===== src/hdl/tbtsc_regs.vh =====
// bit positions, reset values and offsets of the 10base-t status/control block
`ifndef TBTSC_REGS_VH
`define TBTSC_REGS_VH
`define TBTSC_OFF_CTRL       4'h0
`define TBTSC_OFF_IRQ_STAT   4'h1
`define TBTSC_OFF_IRQ_MASK   4'h2
`define TBTSC_OFF_PHY_SUMMARY_STATUS     4'h3
`define TBTSC_BIT_SERIAL     15
`define TBTSC_MSB_SQ         11
`define TBTSC_LSB_SQ         9
`define TBTSC_BIT_ECHO_DIS   8
`define TBTSC_BIT_LP_INH     7
`define TBTSC_BIT_FORCE_LINK 6
`define TBTSC_BIT_POLARITY   4
`define TBTSC_BIT_RSVD_ONE   2
`define TBTSC_BIT_CT_DIS     1
`define TBTSC_BIT_LTG_DIS    0
`define TBTSC_BIT_PS_POL     12
`define TBTSC_MSB_RSVD_HI    14
`define TBTSC_LSB_RSVD_HI    12
`define TBTSC_BIT_RSVD_B5    5
`define TBTSC_BIT_RSVD_B3    3
`define TBTSC_SQ_RESET       3'h4
`define TBTSC_WR_MASK        16'h0fc7
`define TBTSC_IRQ_POL        0
`define TBTSC_IRQ_LINK       1
`define TBTSC_IRQ_W          2
`endif


===== src/hdl/tbtsc_sticky.v =====
// latched-high flag: set wins over clear
`timescale 1ns/1ns
`default_nettype none
module tbtsc_sticky (
  input  wire clk_in,
  input  wire rst_n_in,
  input  wire ce_in,
  input  wire set_in,
  input  wire clr_in,
  output reg  flag_out
);
  // a set in the clear cycle is kept
  always @(posedge clk_in or negedge rst_n_in) begin
    if (!rst_n_in) begin
      flag_out <= 1'b0;
    end else if (ce_in) begin
      flag_out <= set_in | (flag_out & ~clr_in);
    end
  end
endmodule // tbtsc_sticky
`default_nettype wire


===== src/hdl/tbtsc_strap.v =====
// catches the serial mode strap one cycle after reset release
`timescale 1ns/1ns
`default_nettype none
module tbtsc_strap (
  input  wire clk_in,
  input  wire rst_n_in,
  output reg  load_out
);
  reg done_r;
  // async reset only loads constants; strap is sampled by a clocked load
  always @(posedge clk_in or negedge rst_n_in) begin
    if (!rst_n_in) begin
      done_r   <= 1'b0;
      load_out <= 1'b0;
    end else begin
      load_out <= ~done_r;
      done_r   <= 1'b1;
    end
  end
endmodule // tbtsc_strap
`default_nettype wire


===== src/hdl/tbtsc_ctrl.v =====
// 10base-t status/control register with interrupt status and mask
//
// Summary of operation
// - bit 15 selects serial port mode, strapped
// - reserved bit 2 resets to one and is writable
// - bits 11:9 squelch setting, reset 100
// - half duplex 10M echoes transmit to receive
// - bit 8 suppresses echo, not basic loopback
// - bit 7 stops normal link pulses
// - bit 6 forces 10M link good
// - bit 4 latches inverted polarity, mirrors status
// - read here clears polarity; status read does not
// - bit 1 disables heartbeat in half 10M
// - heartbeat off at 100M or full duplex
// - bit 0 disables jabber in 10M only
//
// Local design decisions: the address-and-strobe port and the register offsets.
`timescale 1ns/1ns
`default_nettype none
`include "tbtsc_regs.vh"
module tbtsc_ctrl #(
  parameter AW = 4
) (
  input  wire          clk_in,
  input  wire          rst_n_in,
  input  wire          ce_in,
  input  wire [AW-1:0] addr_in,
  input  wire [15:0]   wdata_in,
  input  wire          wr_in,
  input  wire          rd_in,
  output reg  [15:0]   rdata_out,
  output reg           irq_out,
  input  wire          serial_strap_in,
  input  wire          speed_100_in,
  input  wire          full_duplex_in,
  input  wire          pol_inverted_in,
  input  wire          link_raw_in,
  input  wire          bmc_loopback_in,
  output reg           serial_attach_mode_out,
  output reg  [2:0]    squelch_sel_out,
  output reg           tx_echo_en_out,
  output reg           bmc_loopback_out,
  output reg           link_pulse_en_out,
  output reg           link_good_out,
  output reg           heartbeat_en_out,
  output reg           jabber_en_out,
  output reg  [15:0]   phy_summary_status_out
);
  //////////////////////////////////////////////////////////////////////////
  // control register fields
  reg        serial_r;
  reg [2:0]  squelch_r;
  reg        echo_dis_r;
  reg        lp_inh_r;
  reg        force_link_r;
  reg        rsvd_one_r;
  reg        ct_dis_r;
  reg        ltg_dis_r;
  reg [15:0] rsvd_r;
  reg [`TBTSC_IRQ_W-1:0] mask_r;
  reg        link_d_r;
  wire       strap_load;
  wire       pol_flag;
  wire       ctrl_wr  = ce_in & wr_in & (addr_in == `TBTSC_OFF_CTRL);
  wire       ctrl_rd  = ce_in & rd_in & (addr_in == `TBTSC_OFF_CTRL);
  wire       stat_wr  = ce_in & wr_in & (addr_in == `TBTSC_OFF_IRQ_STAT);
  wire [`TBTSC_IRQ_W-1:0] irq_stat;
  wire [`TBTSC_IRQ_W-1:0] irq_set;
  wire [`TBTSC_IRQ_W-1:0] irq_clr;
  wire [15:0] ctrl_view;

  tbtsc_strap u_strap (
    .clk_in   (clk_in),
    .rst_n_in (rst_n_in),
    .load_out (strap_load)
  );

  // polarity latch: cleared only by a read of this register
  tbtsc_sticky u_pol (
    .clk_in   (clk_in),
    .rst_n_in (rst_n_in),
    .ce_in    (ce_in),
    .set_in   (pol_inverted_in),
    .clr_in   (ctrl_rd),
    .flag_out (pol_flag)
  );

  // interrupt events: polarity detection and link change
  assign irq_set[`TBTSC_IRQ_POL]  = pol_inverted_in & ~pol_flag;
  assign irq_set[`TBTSC_IRQ_LINK] = link_raw_in ^ link_d_r;
  assign irq_clr = stat_wr ? wdata_in[`TBTSC_IRQ_W-1:0] : {`TBTSC_IRQ_W{1'b0}};

  genvar gi;
  generate
    for (gi = 0; gi < `TBTSC_IRQ_W; gi = gi + 1) begin : g_irq
      tbtsc_sticky u_irq (
        .clk_in   (clk_in),
        .rst_n_in (rst_n_in),
        .ce_in    (ce_in),
        .set_in   (irq_set[gi]),
        .clr_in   (irq_clr[gi]),
        .flag_out (irq_stat[gi])
      );
    end
  endgenerate

  //////////////////////////////////////////////////////////////////////////
  // register writes; reserved bits are stored but feed only the read view
  always @(posedge clk_in or negedge rst_n_in) begin
    if (!rst_n_in) begin
      serial_r     <= 1'b0;
      squelch_r    <= `TBTSC_SQ_RESET;
      echo_dis_r   <= 1'b0;
      lp_inh_r     <= 1'b0;
      force_link_r <= 1'b0;
      rsvd_one_r   <= 1'b1;
      ct_dis_r     <= 1'b0;
      ltg_dis_r    <= 1'b0;
      rsvd_r       <= 16'h0000;
      mask_r       <= {`TBTSC_IRQ_W{1'b0}};
      link_d_r     <= 1'b0;
    end else if (ce_in) begin
      link_d_r <= link_raw_in;
      if (strap_load) begin
        serial_r <= serial_strap_in;
      end
      if (ctrl_wr) begin
        serial_r     <= wdata_in[`TBTSC_BIT_SERIAL];
        squelch_r    <= wdata_in[`TBTSC_MSB_SQ:`TBTSC_LSB_SQ];
        echo_dis_r   <= wdata_in[`TBTSC_BIT_ECHO_DIS];
        lp_inh_r     <= wdata_in[`TBTSC_BIT_LP_INH];
        force_link_r <= wdata_in[`TBTSC_BIT_FORCE_LINK];
        rsvd_one_r   <= wdata_in[`TBTSC_BIT_RSVD_ONE];
        ct_dis_r     <= wdata_in[`TBTSC_BIT_CT_DIS];
        ltg_dis_r    <= wdata_in[`TBTSC_BIT_LTG_DIS];
        // reserved zeros kept as written so a slip is visible on read
        rsvd_r       <= wdata_in & ~`TBTSC_WR_MASK;
      end
      if (wr_in && addr_in == `TBTSC_OFF_IRQ_MASK) begin
        mask_r <= wdata_in[`TBTSC_IRQ_W-1:0];
      end
    end
  end

  // assembled view of the control register
  assign ctrl_view = {serial_r, rsvd_r[`TBTSC_MSB_RSVD_HI:`TBTSC_LSB_RSVD_HI], squelch_r,
                      echo_dis_r, lp_inh_r, force_link_r, rsvd_r[`TBTSC_BIT_RSVD_B5],
                      pol_flag, rsvd_r[`TBTSC_BIT_RSVD_B3], rsvd_one_r,
                      ct_dis_r, ltg_dis_r};

  //////////////////////////////////////////////////////////////////////////
  // read data one cycle after the strobe; unmapped reads return zero
  always @(posedge clk_in or negedge rst_n_in) begin
    if (!rst_n_in) begin
      rdata_out <= 16'h0000;
    end else if (ce_in) begin
      if (rd_in) begin
        case (addr_in)
          `TBTSC_OFF_CTRL:     rdata_out <= ctrl_view;
          `TBTSC_OFF_IRQ_STAT: rdata_out <= {{(16-`TBTSC_IRQ_W){1'b0}}, irq_stat};
          `TBTSC_OFF_IRQ_MASK: rdata_out <= {{(16-`TBTSC_IRQ_W){1'b0}}, mask_r};
          // status copy read does not clear the latch
          `TBTSC_OFF_PHY_SUMMARY_STATUS:   rdata_out <= phy_summary_status_out;
          default:             rdata_out <= 16'h0000;
        endcase
      end else begin
        rdata_out <= 16'h0000;
      end
    end
  end

  //////////////////////////////////////////////////////////////////////////
  // datapath controls, all registered
  always @(posedge clk_in or negedge rst_n_in) begin
    if (!rst_n_in) begin
      serial_attach_mode_out <= 1'b0;
      squelch_sel_out        <= `TBTSC_SQ_RESET;
      tx_echo_en_out         <= 1'b0;
      bmc_loopback_out       <= 1'b0;
      link_pulse_en_out      <= 1'b0;
      link_good_out          <= 1'b0;
      heartbeat_en_out       <= 1'b0;
      jabber_en_out          <= 1'b0;
      phy_summary_status_out <= 16'h0000;
      irq_out                <= 1'b0;
    end else if (ce_in) begin
      // serial mode ignored at 100M
      serial_attach_mode_out <= serial_r & ~speed_100_in;
      squelch_sel_out        <= squelch_r;
      tx_echo_en_out <= ~speed_100_in & ~full_duplex_in & ~echo_dis_r;
      // basic loopback passes untouched by the echo disable
      bmc_loopback_out       <= bmc_loopback_in;
      link_pulse_en_out      <= ~speed_100_in & ~lp_inh_r;
      link_good_out <= speed_100_in ? link_raw_in : (force_link_r | link_raw_in);
      heartbeat_en_out <= ~speed_100_in & ~full_duplex_in & ~ct_dis_r;
      jabber_en_out          <= ~speed_100_in & ~ltg_dis_r;
      phy_summary_status_out <= {15'h0000, pol_flag} << `TBTSC_BIT_PS_POL;
      irq_out                <= |(irq_stat & mask_r);
    end
  end
endmodule // tbtsc_ctrl
`default_nettype wire


===== config.mk =====
export PLATFORM = sky130hd
export DESIGN_NAME = tbtsc_ctrl
export DESIGN_NICKNAME = d
export VERILOG_FILES = /design/src/hdl/tbtsc_sticky.v /design/src/hdl/tbtsc_strap.v /design/src/hdl/tbtsc_ctrl.v
export VERILOG_INCLUDE_DIRS = /design/src /design/src/hdl
export SDC_FILE = /design/constraint.sdc
export NUM_CORES = 1
export LEC_CHECK = 0
export ABC_CLOCK_PERIOD_IN_PS = 1140
export BUFFER_PORTS_ARGS = -buffer_cell sky130_fd_sc_hd__buf_2
export CAP_MARGIN = 15
export CORE_ASPECT_RATIO = 0.7
export CORE_MARGIN = 1
export CORE_UTILIZATION = 45
export CTS_CLUSTER_SIZE = 10
export DETAILED_ROUTE_END_ITERATION = 7
export GPL_ROUTABILITY_DRIVEN = 0
export MAX_ROUTING_LAYER = met4
export PLACE_DENSITY = 0.76
export SYNTH_ARGS = -nofsm -noshare
export SYNTH_HDL_FRONTEND = slang
export SYNTH_SLANG_ARGS = --single-unit

===== constraint.sdc =====
create_clock -name clk_in -period 1.14 [get_ports clk_in]
set_input_delay 0.342 -clock clk_in [delete_from_list [all_inputs] [get_ports clk_in]]
set_output_delay 0.342 -clock clk_in [all_outputs]
set_load 0.02 [all_outputs]

==> flow_metrics.py <==
metrics = {
    "run_status": {
        "status": "finished with violations",
        "failed_checks": "setup timing",
    },
    "clock_tree": {
        "cts.sinks": 51,
        "clockBufferDepth": 2,
        "cts_tree": "built",
        "clk_latency_ps": 300,
        "h-tree-depth": 2,
        "ctsRootBufferMaster": "clkbuf_8",
        "clk_pin_slew_worst_paths_ps": 90,
        "numCtsBuffers": 5,
    },
    "global_routing": {
        "grt_pass1_wl_um": 8010,
        "overflow": 0,
        "grt_pass1_vias": 1589,
        "track_usage_pct": 21.7,
        "grt_max_degree": 40,
        "antenna_found_initial": 0,
    },
    "sta": {
        "finalSetupTns_ps": -1140,
        "min_period_ps": 1300,
        "finalCritPeriodShare_pct": 114,
        "fin_skew_ps": 4.42,
        "finalWorstSetupSlack_ps": -160,
        "max_freq_mhz": 769,
        "slew_viol_final": 0,
        "rsz0062_at_grt": "true",
        "finalHoldViolCount": 0,
        "setup_violations": 28,
    },
    "worst_hold_path": {
        "whs_path_depth": 2,
        "hp-class": "input port to flip-flop",
    },
    "worst_setup_path": {
        "cpMaxStageDelayCell": "dfstp_2",
        "arrival_ps": 960,
        "rrSetupSlack_ps": 30,
        "critical_path.top_delay_family": "flip-flops",
        "path_max_fanout": 2,
        "worst-path-buf-inv": 1,
        "cp.depth": 1,
        "worst-r2r-cell-count": 3,
        "crit_type": "flip-flop to primary output",
        "cp.required_ps": 800,
        "worstSetupEndpointType": "primary output",
        "crit_path_start_kind": "flip-flop",
        "cp_cell_sequence": "buf_6",
        "cpPeakStageDelay_ps": 550,
    },
    "placement": {
        "pre_cts_slack_ps": -311,
        "io_buffers": 57,
        "place_hpwl_um": 3210,
    },
    "die": {
        "rows": 20,
        "die_h_um": 60.2,
        "die_area_um2": 5130,
        "io_pins": 74,
        "die_x_um": 85.2,
        "initial_core_util_pct": 48.6,
        "coreArea_um2": 4480,
    },
    "layout": {
        "utilization_pct": 69.4,
        "multi_input_area_um2": 818,
        "diodes": 0,
        "nets": 288,
        "drive_gt1_share_pct": 55.8,
        "register_area_um2": 1280,
        "fillers": 324,
        "area_growth_pct": 42.6,
    },
    "routing": {
        "routedWlPerCell_um": 16.0,
        "vias_per_cell": 4.98,
        "wirelength_um": 5010,
        "drt_iter0_markers": 38,
        "firstDrtPassIters": 4,
        "via_count": 1559,
        "drc": 0,
        "ant_nets": 0,
    },
    "logic_synthesis": {
        "synth.ff_latch_count": 51,
        "yosysWarnings": 0,
        "ys_seq_area_share_pct": 58.8,
        "postSynthCellCount": 159,
        "yosys.cell_types.count": 31,
        "netlist_area_um2": 2180,
        "avgSynthCellArea_um2": 13.7,
    },
    "power_and_ir_drop": {
        "leakage_nw": 1.59,
        "finalPower_mw": 4.34,
        "power_density_nw_per_um2": 1400,
        "peakVddDrop_v": 0.000679,
    },
    "flow_run": {
        "drv_cap": 0,
    },
}
-- what timing repair did --
action                                  CTS  global route
pin swaps                                 0             1
endpoints found under the setup margin   28            31
hold buffers                              1             0
setup buffers                            12            10
gates resized for setup                  56             2
endpoints found under the hold margin     6             0
-- per-layer routing --
metal / wire, µm / GRT usage [%] / up-vias
li1: - / - / 731
met1: 2310 / 28.0 / 763
met2: 2380 / 35.1 / 63
met3: 304 / 4.97 / 2
met4: 14 / 6.05 / 0
met5: 0 / - / -
-- stage by stage --
stage	hold slack, ps	instance area, µm²	instances
after floorplan	46.4	2280	173
after global placement	319	2630	282
after detailed placement	327	2630	282
after CTS	228	3020	303
after global routing	248	3110	313
final	251	3110	313
-- registers in the layout, summed over array words and instances, names as in the netlist, 2 cells and up --
| name | count |
|---|---|
| squelch_sel_out | 3 |
| rdata_out | 16 |
| rsvd_r | 5 |
| g_irq.u_irq.flag_out | 2 |
| squelch_r | 3 |
| mask_r | 2 |
-- cells in the final DEF (no fill, tap or decap), types with 2 or more instances in the layout --
cell,netlist,routed
dfrtp_1,48,48
buf_4,16,39
buf_2,1,29
buf_6,2,28
conb_1,2,16
mux2_2,16,15
a22o_1,14,14
mux2_4,10,11
nand2_1,9,9
a21oi_1,6,6
clkbuf_8,0,6
inv_1,4,4
dfstp_2,3,3
nand4_1,2,2
o2bb2ai_1,2,2
nor2_1,2,2
o41ai_1,2,2
o31ai_1,2,2
a221oi_2,0,2
buf_12,0,2
-- kinds of logic after synthesis --
| group | after synthesis | synth area share, % |
|---|---|---|
| compound gates | 31 | 11.1 |
| mux | 26 | 15.2 |
| flops | 51 | 58.8 |
| simple gates | 21 | 6.09 |
| other cells | 2 | 0.345 |
| buf+inv | 27 | 8.16 |
| xor+xnor | 1 | 0.402 |
-- cell type report --
cell class,count,area share [%]
clock buffer,6,2.66
clock inverter,2,1.13
inverter,5,0.604
multi-input combinational,95,26.3
sequential,51,41.2
tap,55,2.22
timing repair buffer,99,25.9
-- final timing paths --
path,start,endpoint
worst max register to register,u_strap.load_out,serial_r
worst min-delay path,full_duplex_in,heartbeat_en_out
min in group asynchronous,rst_n_in,rdata_out[3]
worst max-delay path,squelch_sel_out[2],squelch_sel_out[2]
worst min register to register,u_strap.done_r,u_strap.load_out
max in group asynchronous,rst_n_in,squelch_r[2]
-- cells in the mapped netlist --
master | instances | area [µm²]
nor2_1 | 2 | 7.51
buf_4 | 16 | 120
o21ai_0 | 1 | 5.00
dfrtp_1 | 48 | 1200
inv_1 | 4 | 15.0
clkinv_1 | 1 | 3.75
nand4_1 | 2 | 12.5
buf_6 | 2 | 22.5
nand4bb_2 | 1 | 16.3
mux2_4 | 10 | 150
a22oi_1 | 1 | 7.51
a22o_1 | 14 | 123
a31o_2 | 1 | 8.76
buf_2 | 1 | 5.00
o31ai_1 | 2 | 15.0
and4bb_4 | 1 | 16.3
clkbuf_1 | 3 | 11.3
and3_1 | 1 | 6.26
conb_1 | 2 | 7.51
nor2_2 | 1 | 6.26
mux2_2 | 16 | 180
o41ai_1 | 2 | 17.5
xor2_1 | 1 | 8.76
dfstp_2 | 3 | 78.8
nand2_1 | 9 | 33.8
nand2_4 | 1 | 11.3
o2bb2ai_1 | 2 | 17.5
a221oi_1 | 2 | 17.5
nor2b_1 | 2 | 12.5
nor3_2 | 1 | 10.0
a21oi_1 | 6 | 30.0
-- where the power goes --
group / total, mW / internal, mW / switching [mW] / leakage [nW]
Combinational: 0.885 / 0.498 / 0.387 / 0.891
Sequential: 2.18 / 2.03 / 0.147 / 0.642
Clock: 1.28 / 0.710 / 0.567 / 0.0612
Power figures use the tool's default switching activity.
